<file path="src/pkg/ged_pkg.sv">
package ged_pkg;

    // ------------------------------------------------------------
    // geometry
    // ------------------------------------------------------------
    localparam int unsigned GED_PINS = 81;
    localparam int unsigned GED_WORDS = 3;
    localparam int unsigned GED_WORD_BITS = 32;
    localparam int unsigned GED_SYNC_STAGES = 2;

    // ------------------------------------------------------------
    // register byte addresses
    // ------------------------------------------------------------
    localparam logic [31:0] GED_ADDR_RISE0 = 32'h40e0_0030;
    localparam logic [31:0] GED_ADDR_RISE1 = 32'h40e0_0034;
    localparam logic [31:0] GED_ADDR_RISE2 = 32'h40e0_0038;
    localparam logic [31:0] GED_ADDR_FALL0 = 32'h40e0_003c;
    localparam logic [31:0] GED_ADDR_FALL1 = 32'h40e0_0040;
    localparam logic [31:0] GED_ADDR_FALL2 = 32'h40e0_0044;
    localparam logic [31:0] GED_ADDR_STAT0 = 32'h40e0_0048;
    localparam logic [31:0] GED_ADDR_STAT1 = 32'h40e0_004c;
    localparam logic [31:0] GED_ADDR_STAT2 = 32'h40e0_0050;
    localparam logic [31:0] GED_ADDR_MASK0 = 32'h40e0_00f0;
    localparam logic [31:0] GED_ADDR_MASK1 = 32'h40e0_00f4;
    localparam logic [31:0] GED_ADDR_MASK2 = 32'h40e0_00f8;

    // ------------------------------------------------------------
    // reset values and fixed field positions
    // ------------------------------------------------------------
    localparam logic [31:0] GED_WORD_RESET = 32'h0000_0000;
    localparam int unsigned GED_OWN_IRQ_PIN0 = 0;
    localparam int unsigned GED_OWN_IRQ_PIN1 = 1;
    localparam int unsigned GED_GROUP_LOW_PIN = 2;

    // ------------------------------------------------------------
    // timing
    // ------------------------------------------------------------
    localparam int unsigned GED_CLK_PERIOD_NS = 100;
    localparam int unsigned GED_MIN_PULSE_NS = 1000;
    localparam int unsigned GED_MIN_PULSE_CYC =
        (GED_MIN_PULSE_NS + GED_CLK_PERIOD_NS - 1) / GED_CLK_PERIOD_NS;

    // ------------------------------------------------------------
    // types
    // ------------------------------------------------------------
    typedef logic [GED_WORDS-1:0][GED_WORD_BITS-1:0] ged_bank_t;

    typedef enum logic [2:0] {
        GED_REG_RISE,
        GED_REG_FALL,
        GED_REG_STAT,
        GED_REG_MASK,
        GED_REG_NONE
    } ged_kind_t;

    typedef struct packed {
        ged_kind_t kind;
        logic [1:0] idx;
    } ged_sel_t;

    typedef struct packed {
        logic psel;
        logic penable;
        logic pwrite;
        logic [31:0] paddr;
        logic [31:0] pwdata;
    } ged_apb_req_t;

    typedef struct packed {
        logic pready;
        logic pslverr;
        logic [31:0] prdata;
    } ged_apb_rsp_t;

endpackage

</file>
<file path="src/logic/ged_edge_sync.sv">
module ged_edge_sync #(
    parameter int unsigned WIDTH = 81
) (
    input wire logic clk,
    input wire logic srst,
    input wire logic [WIDTH-1:0] pin_in,
    output logic [WIDTH-1:0] rise_seen,
    output logic [WIDTH-1:0] fall_seen
);
    import ged_pkg::*;

    // ------------------------------------------------------------
    // two-stage synchroniser plus one history stage
    // ------------------------------------------------------------
    logic [WIDTH-1:0] meta_ff;
    logic [WIDTH-1:0] sync_ff;
    logic [WIDTH-1:0] prev_ff;
    logic [WIDTH-1:0] nxt_meta;
    logic [WIDTH-1:0] nxt_sync;
    logic [WIDTH-1:0] nxt_prev;

    // meta_ff feeds sync_ff only; edges are judged on settled samples
    always_comb begin
        nxt_meta = pin_in;
        nxt_sync = meta_ff;
        nxt_prev = sync_ff;
    end

    always_ff @(posedge clk) begin
        if (srst) begin
            meta_ff <= '0;
            sync_ff <= '0;
            prev_ff <= '0;
        end else begin
            meta_ff <= nxt_meta;
            sync_ff <= nxt_sync;
            prev_ff <= nxt_prev;
        end
    end

    // a level held for one clock is always seen, far below the
    // guaranteed pulse width
    assign rise_seen = sync_ff & ~prev_ff;
    assign fall_seen = ~sync_ff & prev_ff;

endmodule

</file>
<file path="src/logic/ged_unit.sv">
// Local design decision: register access over APB.
module ged_unit #(
    parameter int unsigned PIN_COUNT = ged_pkg::GED_PINS,
    parameter logic [95:0] WAKE_SEL = 96'h0000_0000_0000_0000_0000_ffff
) (
    input wire logic clk,
    input wire logic srst,
    input wire logic [PIN_COUNT-1:0] gpio_pin_in,
    input wire ged_pkg::ged_apb_req_t apb_req,
    output ged_pkg::ged_apb_rsp_t apb_rsp,
    output logic irq,
    output logic irq_pin0,
    output logic irq_pin1,
    output logic irq_group,
    output logic wake_req
);
    import ged_pkg::*;

    // ------------------------------------------------------------
    // elaboration checks
    // ------------------------------------------------------------
    localparam int unsigned BITS = GED_WORDS * GED_WORD_BITS;
    localparam int unsigned LAST_WORD_BITS =
        PIN_COUNT - (GED_WORDS - 1) * GED_WORD_BITS;

    // three words hold the pins; fewer pins would leave a word empty
    if (PIN_COUNT <= (GED_WORDS - 1) * GED_WORD_BITS ||
            PIN_COUNT > BITS) begin : g_bad_pins
        $error("PIN_COUNT must lie in 65..96");
    end
    // the detector needs only one stable sample per level
    if (GED_MIN_PULSE_CYC < 1) begin : g_bad_pulse
        $error("minimum pulse shorter than one clock");
    end

    // ------------------------------------------------------------
    // helpers
    // ------------------------------------------------------------
    localparam logic [BITS-1:0] PIN_VALID =
        {BITS{1'b1}} >> (BITS - PIN_COUNT);
    localparam ged_bank_t BANK_VALID = PIN_VALID;
    localparam logic [BITS-1:0] WAKE_VALID = WAKE_SEL & PIN_VALID;

    // reserved bits above the last pin are neither stored nor read
    function automatic logic [31:0] word_mask(input logic [1:0] idx);
        word_mask = BANK_VALID[idx];
    endfunction

    function automatic ged_sel_t decode(input logic [31:0] addr);
        ged_sel_t s;
        s.kind = GED_REG_NONE;
        s.idx = 2'd0;
        case (addr)
            GED_ADDR_RISE0: s = '{GED_REG_RISE, 2'd0};
            GED_ADDR_RISE1: s = '{GED_REG_RISE, 2'd1};
            GED_ADDR_RISE2: s = '{GED_REG_RISE, 2'd2};
            GED_ADDR_FALL0: s = '{GED_REG_FALL, 2'd0};
            GED_ADDR_FALL1: s = '{GED_REG_FALL, 2'd1};
            GED_ADDR_FALL2: s = '{GED_REG_FALL, 2'd2};
            GED_ADDR_STAT0: s = '{GED_REG_STAT, 2'd0};
            GED_ADDR_STAT1: s = '{GED_REG_STAT, 2'd1};
            GED_ADDR_STAT2: s = '{GED_REG_STAT, 2'd2};
            GED_ADDR_MASK0: s = '{GED_REG_MASK, 2'd0};
            GED_ADDR_MASK1: s = '{GED_REG_MASK, 2'd1};
            GED_ADDR_MASK2: s = '{GED_REG_MASK, 2'd2};
            default: s = '{GED_REG_NONE, 2'd0};
        endcase
        return s;
    endfunction

    // ------------------------------------------------------------
    // state
    // ------------------------------------------------------------
    ged_bank_t rise_ff;
    ged_bank_t fall_ff;
    ged_bank_t stat_ff;
    ged_bank_t mask_ff;
    ged_bank_t nxt_rise;
    ged_bank_t nxt_fall;
    ged_bank_t nxt_stat;
    ged_bank_t nxt_mask;
    ged_apb_rsp_t rsp_ff;
    ged_apb_rsp_t nxt_rsp;
    logic irq_ff;
    logic irq_pin0_ff;
    logic irq_pin1_ff;
    logic irq_group_ff;
    logic wake_ff;
    logic nxt_irq;
    logic nxt_irq_pin0;
    logic nxt_irq_pin1;
    logic nxt_irq_group;
    logic nxt_wake;

    logic [PIN_COUNT-1:0] rise_seen;
    logic [PIN_COUNT-1:0] fall_seen;
    logic [BITS-1:0] rise_flat;
    logic [BITS-1:0] fall_flat;
    logic [BITS-1:0] stat_next_flat;
    logic [BITS-1:0] mask_next_flat;
    logic [PIN_COUNT-1:0] hit;
    ged_bank_t set_bank;
    ged_sel_t sel;
    logic access;
    logic commit_wr;

    // ------------------------------------------------------------
    // pin sampling and edge detection
    // ------------------------------------------------------------
    ged_edge_sync #(
        .WIDTH(PIN_COUNT)
    ) u_sync (
        .clk(clk),
        .srst(srst),
        .pin_in(gpio_pin_in),
        .rise_seen(rise_seen),
        .fall_seen(fall_seen)
    );

    assign rise_flat = rise_ff;
    assign fall_flat = fall_ff;

    always_comb begin
        hit = (rise_seen & rise_flat[PIN_COUNT-1:0])
            | (fall_seen & fall_flat[PIN_COUNT-1:0]);
        set_bank = BITS'(hit);
    end

    // ------------------------------------------------------------
    // apb slave
    // ------------------------------------------------------------
    // pready is registered, so every access phase lasts two cycles;
    // the write lands on the edge where pready is sampled high
    always_comb begin
        sel = decode(apb_req.paddr);
        access = apb_req.psel & apb_req.penable;
        commit_wr = access & rsp_ff.pready & apb_req.pwrite;
    end

    always_comb begin
        nxt_rsp = '0;
        if (access && !rsp_ff.pready) begin
            nxt_rsp.pready = 1'b1;
            nxt_rsp.pslverr = (sel.kind == GED_REG_NONE);
            if (!apb_req.pwrite) begin
                case (sel.kind)
                    GED_REG_RISE: nxt_rsp.prdata = rise_ff[sel.idx];
                    GED_REG_FALL: nxt_rsp.prdata = fall_ff[sel.idx];
                    GED_REG_STAT: nxt_rsp.prdata = stat_ff[sel.idx];
                    GED_REG_MASK: nxt_rsp.prdata = mask_ff[sel.idx];
                    default: nxt_rsp.prdata = GED_WORD_RESET;
                endcase
            end
        end
    end

    // ------------------------------------------------------------
    // register file
    // ------------------------------------------------------------
    always_comb begin
        nxt_rise = rise_ff;
        nxt_fall = fall_ff;
        nxt_mask = mask_ff;
        nxt_stat = stat_ff;
        if (commit_wr) begin
            case (sel.kind)
                GED_REG_RISE:
                    nxt_rise[sel.idx] =
                        apb_req.pwdata & word_mask(sel.idx);
                GED_REG_FALL:
                    nxt_fall[sel.idx] =
                        apb_req.pwdata & word_mask(sel.idx);
                GED_REG_MASK:
                    nxt_mask[sel.idx] = apb_req.pwdata & word_mask(sel.idx);
                GED_REG_STAT:
                    nxt_stat[sel.idx] =
                        stat_ff[sel.idx] & ~apb_req.pwdata;
                default: nxt_stat = stat_ff;
            endcase
        end
        // a fresh edge beats a clear written in the same cycle
        nxt_stat = (nxt_stat | set_bank) & BANK_VALID;
    end

    // ------------------------------------------------------------
    // requests to interrupt controller and wake logic
    // ------------------------------------------------------------
    // taken from next state so requests move with the status bits
    always_comb begin
        stat_next_flat = nxt_stat;
        mask_next_flat = nxt_mask;
        nxt_irq = |(stat_next_flat & mask_next_flat);
        nxt_irq_pin0 = stat_next_flat[GED_OWN_IRQ_PIN0];
        nxt_irq_pin1 = stat_next_flat[GED_OWN_IRQ_PIN1];
        nxt_irq_group =
            |stat_next_flat[PIN_COUNT-1:GED_GROUP_LOW_PIN];
        nxt_wake = |(stat_next_flat & WAKE_VALID);
    end

    always_ff @(posedge clk) begin
        if (srst) begin
            rise_ff <= {GED_WORDS{GED_WORD_RESET}};
            fall_ff <= {GED_WORDS{GED_WORD_RESET}};
            stat_ff <= {GED_WORDS{GED_WORD_RESET}};
            mask_ff <= {GED_WORDS{GED_WORD_RESET}};
            rsp_ff <= '0;
            irq_ff <= 1'b0;
            irq_pin0_ff <= 1'b0;
            irq_pin1_ff <= 1'b0;
            irq_group_ff <= 1'b0;
            wake_ff <= 1'b0;
        end else begin
            rise_ff <= nxt_rise;
            fall_ff <= nxt_fall;
            stat_ff <= nxt_stat;
            mask_ff <= nxt_mask;
            rsp_ff <= nxt_rsp;
            irq_ff <= nxt_irq;
            irq_pin0_ff <= nxt_irq_pin0;
            irq_pin1_ff <= nxt_irq_pin1;
            irq_group_ff <= nxt_irq_group;
            wake_ff <= nxt_wake;
        end
    end

    assign apb_rsp = rsp_ff;
    assign irq = irq_ff;
    assign irq_pin0 = irq_pin0_ff;
    assign irq_pin1 = irq_pin1_ff;
    assign irq_group = irq_group_ff;
    assign wake_req = wake_ff;

endmodule

</file>
<file path="config.mk">
export PLATFORM = sky130hd
export DESIGN_NAME = ged_unit
export DESIGN_NICKNAME = d
export VERILOG_FILES = /design/src/pkg/ged_pkg.sv /design/src/logic/ged_edge_sync.sv /design/src/logic/ged_unit.sv
export SDC_FILE = /design/constraint.sdc
export NUM_CORES = 1
export LEC_CHECK = 0
export BUFFER_PORTS_ARGS = -buffer_cell sky130_fd_sc_hd__buf_2
export CAP_MARGIN = 20
export CORE_MARGIN = 2
export CORE_UTILIZATION = 45
export CTS_BUF_LIST = sky130_fd_sc_hd__clkbuf_8
export CTS_CLUSTER_DIAMETER = 150
export CTS_CLUSTER_SIZE = 40
export DETAILED_ROUTE_END_ITERATION = 16
export PLACE_DENSITY_LB_ADDON = 0.2
export SLEW_MARGIN = 20
export SYNTH_ARGS = -nofsm -noshare
export SYNTH_HDL_FRONTEND = slang
export SYNTH_HIERARCHICAL = 1
export SYNTH_SLANG_ARGS = --single-unit
</file>
<file path="constraint.sdc">
create_clock -name clk -period 4.7 [get_ports clk]
set_input_delay 0.94 -clock clk [delete_from_list [all_inputs] [get_ports clk]]
set_output_delay 0.94 -clock clk [all_outputs]
set_load 0.1 [all_outputs]
</file>
======== Yosys cells after proc, flatten, opt, wreduce, memory -nomap -nowiden ========
Cells that the tools add are included.
W data, S select, Z words.
operators by class
  bitwise logic cells ..................... 16
  multiplexer cells ....................... 24
  order comparisons ....................... 2
  reductions and logical operators ........ 11
  equality and inequality tests ........... 16
operators with widths
  operator                count
  $bwmux W96              4
  $eq A32 B31 Y1 const B  12
  $and A81 B81 Y81        4
  $bmux W32 S2            5
  $mux W32                7
  $mux W96                2
  $mux W81                2
  $not A81 Y81            2
  $or A81 B81 Y81         2
  $pmux W32 S4            1
  $and A81 B96 Y96        1
  $reduce_or A96 Y1       1
  $reduce_or A79 Y1       1
  $and A32 B32 Y32        2
  $demux W32 S2           1
  $pmux W5 S12            1
  $mux W34                1
  $not A32 Y32            1
  $reduce_or A16 Y1       1
  $eq A3 B2 Y1 const B    2
  $reduce_and A2 Y1       2
  $and A1 B1 Y1           3
  $eq A3 B1 Y1 const B    1
  $eq A3 B3 Y1 const B    1
  other kinds (8)         9
storage, ports and cells
  input port bits ......................... 150
  register bits after elaboration ......... 651
  output and inout bits ................... 39
  word-level logic and storage cells ...... 92

======== Depth between registers and ports, before layout ========
Gate-level depths: netlist (run 1).
  depth after elaboration ................. 12
  mapped depth ............................ 13

======== Modules after synthesis ========
The synthesis (run 1) kept the hierarchy.
by module, submodules not included
  module         area each (um^2)  times used  cells an instance  seq. area each (um^2)
  ged_unit       18587.8           1           2315               8127.8
  ged_edge_sync  8034.0            1           675                4864.7

======== Least setup slack after synthesis (run 1) ========
OpenSTA, ideal clock, no wires.
  path type ............................... input-to-reg
  start point ............................. input port apb_req[37] (netlist bit)
  end point ............................... register irq_ff (netlist: irq)
  arrival time ............................ 3.754 ns
  data required time ...................... 4.562 ns
  setup time .............................. 0.138 ns
  stages .................................. 12
  buffers on the path ..................... 2
  path slack .............................. 0.808 ns
  cells stage by stage .................... or3b_2 > or3_1 > a31oi_1 > and4_1 > clkbuf_1 > buf_2 > mux2i_1 > o22ai_1 > or4_1 > nor4_1 > and3_1 > a41oi_1
between the ends
  longest elaborated chain between the ends .. 12
ends and longest elaborated chain
  what                                                                       RTL line                          source
  from (decl)                                                                ged_unit.sv:9                     input wire ged_pkg::ged_apb_req_t apb_req,
  $eq A32 B31 Y1                                                             ged_unit.sv:53                    case (addr)
  $pmux W5 S12 (*)                                                           ged_unit.sv:53
  $lt A2 B3 Y1 (implied by the code) / $ge A2 B1 Y1 (equally long branches)  ged_unit.sv:174, ged_unit.sv:176
  $logic_and A1 B1 Y1 (implied by the code)                                  ged_unit.sv:174, ged_unit.sv:176
  $mux W32 (implied by the code)                                             ged_unit.sv:174, ged_unit.sv:176
  $demux W32 S2                                                              ged_unit.sv:174, ged_unit.sv:176
  $bwmux W96                                                                 ged_unit.sv:176                   nxt_stat[sel.idx] =
  $mux W81                                                                   ged_unit.sv:166                   case (sel.kind)
  $mux W81                                                                   ged_unit.sv:165                   if (commit_wr) begin
  $or A81 B81 Y81                                                            ged_unit.sv:182                   nxt_stat = (nxt_stat | set_bank) & BANK_VALID;
  $and A81 B96 Y96 (*)                                                       ged_unit.sv:192                   nxt_irq = |(stat_next_flat & mask_next_flat);
  $reduce_or A96 Y1 (*)                                                      ged_unit.sv:192
  to (signal assigned)                                                       ged_unit.sv:218                   irq_ff <= nxt_irq;
  to (decl)                                                                  ged_unit.sv:84                    logic irq_ff;
Mark *: on every way between the ends. The rest lies on a longest branch, timed or not. The select of a mux whose other input is x is not followed.
A chain may end at the register's enable or synchronous reset.

======== Worst setup path after layout (run 1) ========
  start point ............................. input port apb_req[33] (netlist bit)
  end point ............................... register irq_ff (netlist: irq)
Same word-level chain as after synthesis.

==> flow_metrics.tcl, run 1 <==
set metrics [dict create \
    status "completed" \
    cts.path.max_buffers 3 \
    drtAntennaViolNets 0 \
    yosysTopAreaCellShare 0.4880 \
    rsz0062_at_grt "no" \
    switchingPower_uw 2008 \
    use_met2 0.4923 \
    totalWireLength_mm 112.9 \
    synth.avg_cell_area_um2 8.904 \
    period_share 0.8671 \
    vias_per_cell 6.085 \
    grt_busiest_layer "met1" \
    grt_pass1_vias 21995 \
    worst_clock_skew_ns 0.09875 \
    antenna_found_initial 10 \
    grtUsageMet3 0.1020 \
    crit_arrival_ns 4.77 \
    max_cap_viol_count 0 \
    clkSlewWorstSetupHoldPaths_ns 0.26 \
    critical_path_class "in2reg" \
    synthDistinctLibCells 82 \
    cts_resized 0 \
    fmax_mhz 245.4 \
    cts_setup_buffers 0 \
    p_int_uw 6182 \
    synthCells 2990 \
    synthArstFlopShare 0 \
    clkSinkCount 649 \
    syn_to_final_growth_pct 10.92 \
    dp_hpwl_mm 81.37 \
    drc 0 \
    synth_seq_cells 649 \
    cp_num_buf_inv 2 \
    grt_max_degree 197 \
    cp.required_ns 5.39 \
    htreeDepth 1 \
    first_pass_iters 9 \
    cp-start-kind "input pin" \
    critPathMaxFanout 4 \
    drv_slew 0 \
    finalNetCount 3324 \
    p_comb_frac 0.054 \
    ys.flop_type "dfxtp_1" \
    die_w_um 247.2 \
    drive_gt1_frac 0.1893 \
    gp_congestion 1.002 \
    end_kind "flip-flop" \
    yosysWarningCount 6 \
    slowest_stage "a2111oi_0" \
    finalHoldViolations 0 \
    dr_total_vias 24036 \
    initial_core_util 0.4528 \
    postSynthNetCount 3140 \
    synth_top_area_cell "dfxtp_1" \
    drt_iter0_markers 3575 \
    grt_pass1_wl_mm 158.6 \
    switching_share 0.2452 \
    synthTopCellsByArea "dfxtp_1, nor2b_1, nand2_1" \
    cts_tree "built" \
    dieArea_um2 61120 \
    ctsHoldBuffers 0 \
    relSlewSlack 0.1783 \
    clock_latency_ns 0.75 \
    slowest_delay_ns 0.93 \
    setup-violations-final 0 \
    clk_root_buffer_cell "clkbuf_8" \
    die_y_um 247.2 \
    hold_slack_ns 0.3996 \
    num_rows 89 \
    cpLargestDelayFamily "compound AO/OA/AOI/OAI gates" \
    synthesis.area_um2 26620 \
    overflow 0 \
    cts_made_buffers 20 \
    clockPowerShare 0.257 \
    p_per_area_nw_per_um2 277.3 \
    p_seq_frac 0.689 \
    ir_worst_vdd_uv 367.4 \
    fin_util 0.5022 \
    grt_usage 0.3603 \
    cp_cell_sequence "buf_2, or2_2, or4_4, buf_4, a2111oi_0, a31o_2, a21boi_1, nor2_1, a211oi_1, o211ai_1, and4b_1, a41oi_1" \
    fin_crit_ns 4.075 \
    grt_use_met1 0.5486 \
    synth_edf_count 0 \
    io_pins 189 \
    tightest_slew_ns 1.233 \
    port-buffer-count 188 \
    wl_per_cell_um 28.58 \
    seq_area_frac_synth 0.4880 \
    core_um2 58800 \
    power_leakage_uw 0.01045 \
    hp-class "in2reg" \
]
## registers in the layout (all words and copies together) (netlist names)
| name | flops |
|---|---|
| stat_ff | 81 |
| irq_group | 1 |
| u_sync/prev_ff | 81 |
| mask_ff | 96 |
| rise_ff | 96 |
| u_sync/meta_ff | 81 |
| wake_req | 1 |
| irq | 1 |
| u_sync/nxt_prev | 81 |
| apb_rsp | 34 |
| fall_ff | 96 |
## synth_stat cells (all sizes together), types with 4 or more instances
master / instances
dfxtp: 649
nor2b: 420
nand2: 413
a21oi: 304
nor2: 255
clkbuf: 148
a22oi: 101
nand3: 77
buf: 69
mux2i: 65
and2: 47
a22o: 45
a222oi: 44
o22ai: 32
nor4: 31
o21ai: 28
nor3: 26
o31a: 23
nand4: 21
inv: 20
a2111oi: 14
a21boi: 14
or3: 12
a211oi: 10
o211ai: 10
or4: 10
o22a: 9
a31oi: 8
and3: 7
and4: 7
a221oi: 6
o21a: 6
o2bb2ai: 6
and4b: 4
o221ai: 4
or2: 4
## layout by cell type, fill, tap and decap left out, drive strengths merged, types with 7 or more instances in the layout
| cell | instances |
|---|---|
| a2111oi | 14 |
| a211oi | 10 |
| a21boi | 14 |
| a21oi | 304 |
| a222oi | 44 |
| a22o | 45 |
| a22oi | 101 |
| a31oi | 8 |
| and2 | 47 |
| and3 | 7 |
| and4 | 7 |
| buf | 379 |
| clkbuf | 21 |
| dfxtp | 649 |
| inv | 20 |
| mux2i | 65 |
| nand2 | 413 |
| nand3 | 77 |
| nand4 | 21 |
| nor2 | 255 |
| nor2b | 420 |
| nor3 | 26 |
| nor4 | 31 |
| o211ai | 10 |
| o21ai | 28 |
| o22a | 9 |
| o22ai | 32 |
| o31a | 23 |
| or3 | 12 |
| or4 | 10 |
## worst paths after layout
path / start / depth (start not counted) / end / slack [ns]
max: apb_req[33] / 12 / irq$_SDFF_PP0_ / 0.62
min: gpio_pin_in[43] / 2 / u_sync/meta_ff[43]$_SDFF_PP0_ / 0.40
max reg2reg: apb_rsp[33]$_SDFF_PP0_ / 12 / irq$_SDFF_PP0_ / 0.86
min reg2reg: u_sync/nxt_prev[7]$_SDFF_PP0_ / 1 / u_sync/prev_ff[7]$_SDFF_PP0_ / 0.43
## power groups by stage
stage | clock, uW | sequential (uW) | combinational [uW]
floorplan | 0 | 5730 | 270
global placement | 0 | 5750 | 426
detailed placement | 0 | 5750 | 431
CTS | 2140 | 5640 | 433
global route | 2300 | 5660 | 466
finish | 2110 | 5640 | 441
## logic make-up after synthesis
family | share of synthesized area
DFF | 0.4880
muxes | 0.02571
AOI/OAI and AO/OA | 0.1727
buffers and inverters | 0.04249
xor gates and xnor gates | 0.0009872
and+or+nand+nor | 0.2701
## metal layers
layer	vias to the layer above	routed length, um
met5	-	39
met4	6	3025
met3	169	13980
met2	1481	44560
met1	11717	51280
li1	10663	-
## cell type report
class                      instances  area, um2
fill                            5684      29270
tap                              773      967.2
timing repair buffer             379       2585
multi-input combinational       2104      12580
sequential                       649      12990
antenna                            2      5.005
clock inverter                     2      37.54
clock buffer                      21      289.0
inverter                          20      75.07
## per-stage QoR
stage | power, uW | setup TNS, ns | area [um2] | worst slack [ns] | std cells
2_1_floorplan | 6004 | 0 | 26620 | 0.8075 | 2990
3_3_place_gp | 6171 | 0 | 29200 | 0.02239 | 3925
3_5_place_dp | 6180 | -0.1004 | 29200 | -0.1004 | 3925
4_1_cts | 8218 | 0 | 29520 | 0.6768 | 3948
5_1_grt | 8427 | 0 | 29530 | 0.6340 | 3950
6_report | 8190 | 0 | 29530 | 0.6247 | 3950
Power figures use the tool's default switching activity.
==> run 2: changes to the inputs <==
--- a/config.mk
+++ b/config.mk
@@ -8,4 +8,5 @@
 export BUFFER_PORTS_ARGS = -buffer_cell sky130_fd_sc_hd__buf_2
 export CAP_MARGIN = 20
+export CORE_ASPECT_RATIO = 0.75
 export CORE_MARGIN = 2
 export CORE_UTILIZATION = 45
@@ -15,5 +16,4 @@
 export DETAILED_ROUTE_END_ITERATION = 16
 export PLACE_DENSITY_LB_ADDON = 0.2
-export SLEW_MARGIN = 20
 export SYNTH_ARGS = -nofsm -noshare
 export SYNTH_HDL_FRONTEND = slang
==> constraint.sdc (replaced) <==
create_clock -name clk -period 4.7 [get_ports clk]
set_input_delay 0.47 -clock clk [delete_from_list [all_inputs] [get_ports clk]]
set_output_delay 0.47 -clock clk [all_outputs]
set_load 0.1 [all_outputs]
==> run 2 against run 1 <==
  * Sequential share of layout area about the same
  * Routed wire length decreased by 8.5%
  * Via count down 1.9%
  * Sequential power about the same
==> flow_metrics.tcl, run 2 (synthesis results as in run 1) <==
set metrics [dict create \
    tightest_slew_ns 1.178 \
    grt_max_degree 154 \
    status "completed" \
    clockPowerShare 0.254 \
    end_kind "flip-flop" \
    overflow 0 \
    crit_arrival_ns 4.59 \
    max_cap_viol_count 0 \
    dr_total_vias 23573 \
    fin_crit_ns 3.984 \
    p_comb_frac 0.058 \
    r2r_setup_slack_ns 0.72 \
    syn_to_final_growth_pct 11.02 \
    clock_latency_ns 0.76 \
    drv_slew 0 \
    finalSetupTns_ns 0 \
    htreeDepth 1 \
    initial_core_util 0.4537 \
    switchingPower_uw 2001 \
    die_w_um 284.9 \
    grt_pass1_wl_mm 149.4 \
    setup-violations-final 0 \
    antenna_found_initial 7 \
    crit_start "apb_rsp[33]$_SDFF_PP0_" \
    min_path_cells 4 \
    drive_gt1_frac 0.1614 \
    cp.required_ns 5.30 \
    grt_pass1_vias 21964 \
    reg2reg_to "irq_group$_SDFF_PP0_" \
    power_leakage_uw 0.01036 \
    clkSinkCount 649 \
    rr_worst_depth 11 \
    dp_hpwl_mm 73.62 \
    critical_path_class "reg2reg" \
    critPathMaxFanout 20 \
    clk_root_buffer_cell "clkbuf_8" \
    holdCritStartpoint "apb_req[65]" \
    io_pins 189 \
    p_total_uw 8205 \
    fmax_mhz 251.0 \
    cts_tree "built" \
    cts_resized 0 \
    p_seq_frac 0.688 \
    wl_per_cell_um 26.08 \
    hp-class "in2reg" \
    drc 0 \
    relSlewSlack 0.2144 \
    drt_iter0_markers 3148 \
    grt_usage 0.3262 \
    dieArea_um2 61140 \
    clkSlewWorstSetupHoldPaths_ns 0.26 \
    final_common_cell "dfxtp_1" \
    gp_congestion 0.9985 \
    period_share 0.8476 \
    cp-start-kind "flip-flop" \
    port-buffer-count 188 \
    whs_endpoint "apb_rsp[33]$_SDFF_PP0_" \
    r2r_start "apb_rsp[33]$_SDFF_PP0_" \
    cts_setup_buffers 0 \
    final_cell_mix "dfxtp_1, nand2_1, a21oi_1" \
    drtAntennaViolNets 0 \
    p_int_uw 6203 \
    finalNetCount 3316 \
    cts.path.max_buffers 3 \
    top_regs "fall_ff: 96 flops, mask_ff: 96 flops, rise_ff: 96 flops" \
    switching_share 0.2439 \
    ir_worst_vdd_uv 208.9 \
    first_pass_iters 8 \
    num_rows 77 \
    finalHoldViolations 0 \
    die_y_um 214.6 \
    cts_made_buffers 20 \
    totalWireLength_mm 103.3 \
    worst_clock_skew_ns 0.1011 \
    vias_per_cell 5.954 \
    core_um2 58670 \
    rsz0062_at_grt "no" \
    p_per_area_nw_per_um2 277.6 \
    fillers 5437 \
]
run 2: cell types whose count changed in the layout (fill, tap and decap cells not counted), sizes merged:
cell and delta:
diode +1, buf -90, clkinvlp -1, inv +1, clkbuf -1, dlygate4sd3 +82
run 2: critical path, stage by stage, from the launching register on:
cell      delay, ns
dfxtp_1        0.42
and4_1         0.39
nand4_1        0.20
or3_2          0.67
buf_4          0.30
a222oi_1       0.36
o31a_1         0.38
nand2_1        0.15
nor4_1         0.28
nand3_1        0.13
nor4_2         0.35
a41oi_1        0.17
run 2: final cells by class:
cell class	count	area (um2)	area share
inverter	20	75.07	0.002540
clock buffer	20	275.3	0.009314
sequential	649	12990	0.4396
clock inverter	2	38.79	0.001312
tap	790	988.4	0.03344
timing repair buffer	371	2596	0.08785
multi-input combinational	2104	12580	0.4257
antenna	3	7.507	0.0002540
run 2: power groups by stage:
stage	registers (uW)	clock network, uW	logic, uW
final	5650	2080	475
after global routing	5660	2300	505
after CTS	5650	2140	466
after detailed placement	5750	0	412
after global placement	5750	0	407
after floorplan	5730	0	270
run 2: timing repair:
action                                  CTS  global route
endpoints found under the setup margin    0             0
hold endpoints to repair                 82             0
hold buffers                             82             0
run 2: metrics by stage:
step | utilization | setup slack [ns] | hold WS, ns | cells | instance area (um2)
2_1_floorplan | - | 1.062 | 0.4138 | 2990 | 26620
3_3_place_gp | 0.4841 | 0.4467 | 0.4188 | 3851 | 28400
3_5_place_dp | 0.4843 | 0.3491 | 0.4193 | 3852 | 28410
4_1_cts | 0.5036 | 0.8066 | 0.01055 | 3956 | 29550
5_1_grt | 0.5037 | 0.5705 | 0.03770 | 3958 | 29550
6_report | 0.5037 | 0.7161 | 0.03751 | 3959 | 29550
run 2: worst max path at each step:
stage / slack, ns / end / cells past startpoint
5_1_grt: 0.57 / irq_group$_SDFF_PP0_ / 11
3_5_place_dp: 0.35 / irq$_SDFF_PP0_ / 13
3_3_place_gp: 0.45 / irq$_SDFF_PP0_ / 11
2_1_floorplan: 1.06 / irq$_SDFF_PP0_ / 12
4_1_cts: 0.81 / irq$_SDFF_PP0_ / 11
6_report: 0.72 / irq_group$_SDFF_PP0_ / 11
run 2: metal layers:
metal	track usage	vias up	wire [um]	part of all wire
met3	0.07245	157	11470	0.11
li1	-	10661	-	-
met2	0.4586	1356	41760	0.40
met5	0	-	0	0
met4	0.07895	0	2633	0.025
met1	0.4995	11399	47400	0.46
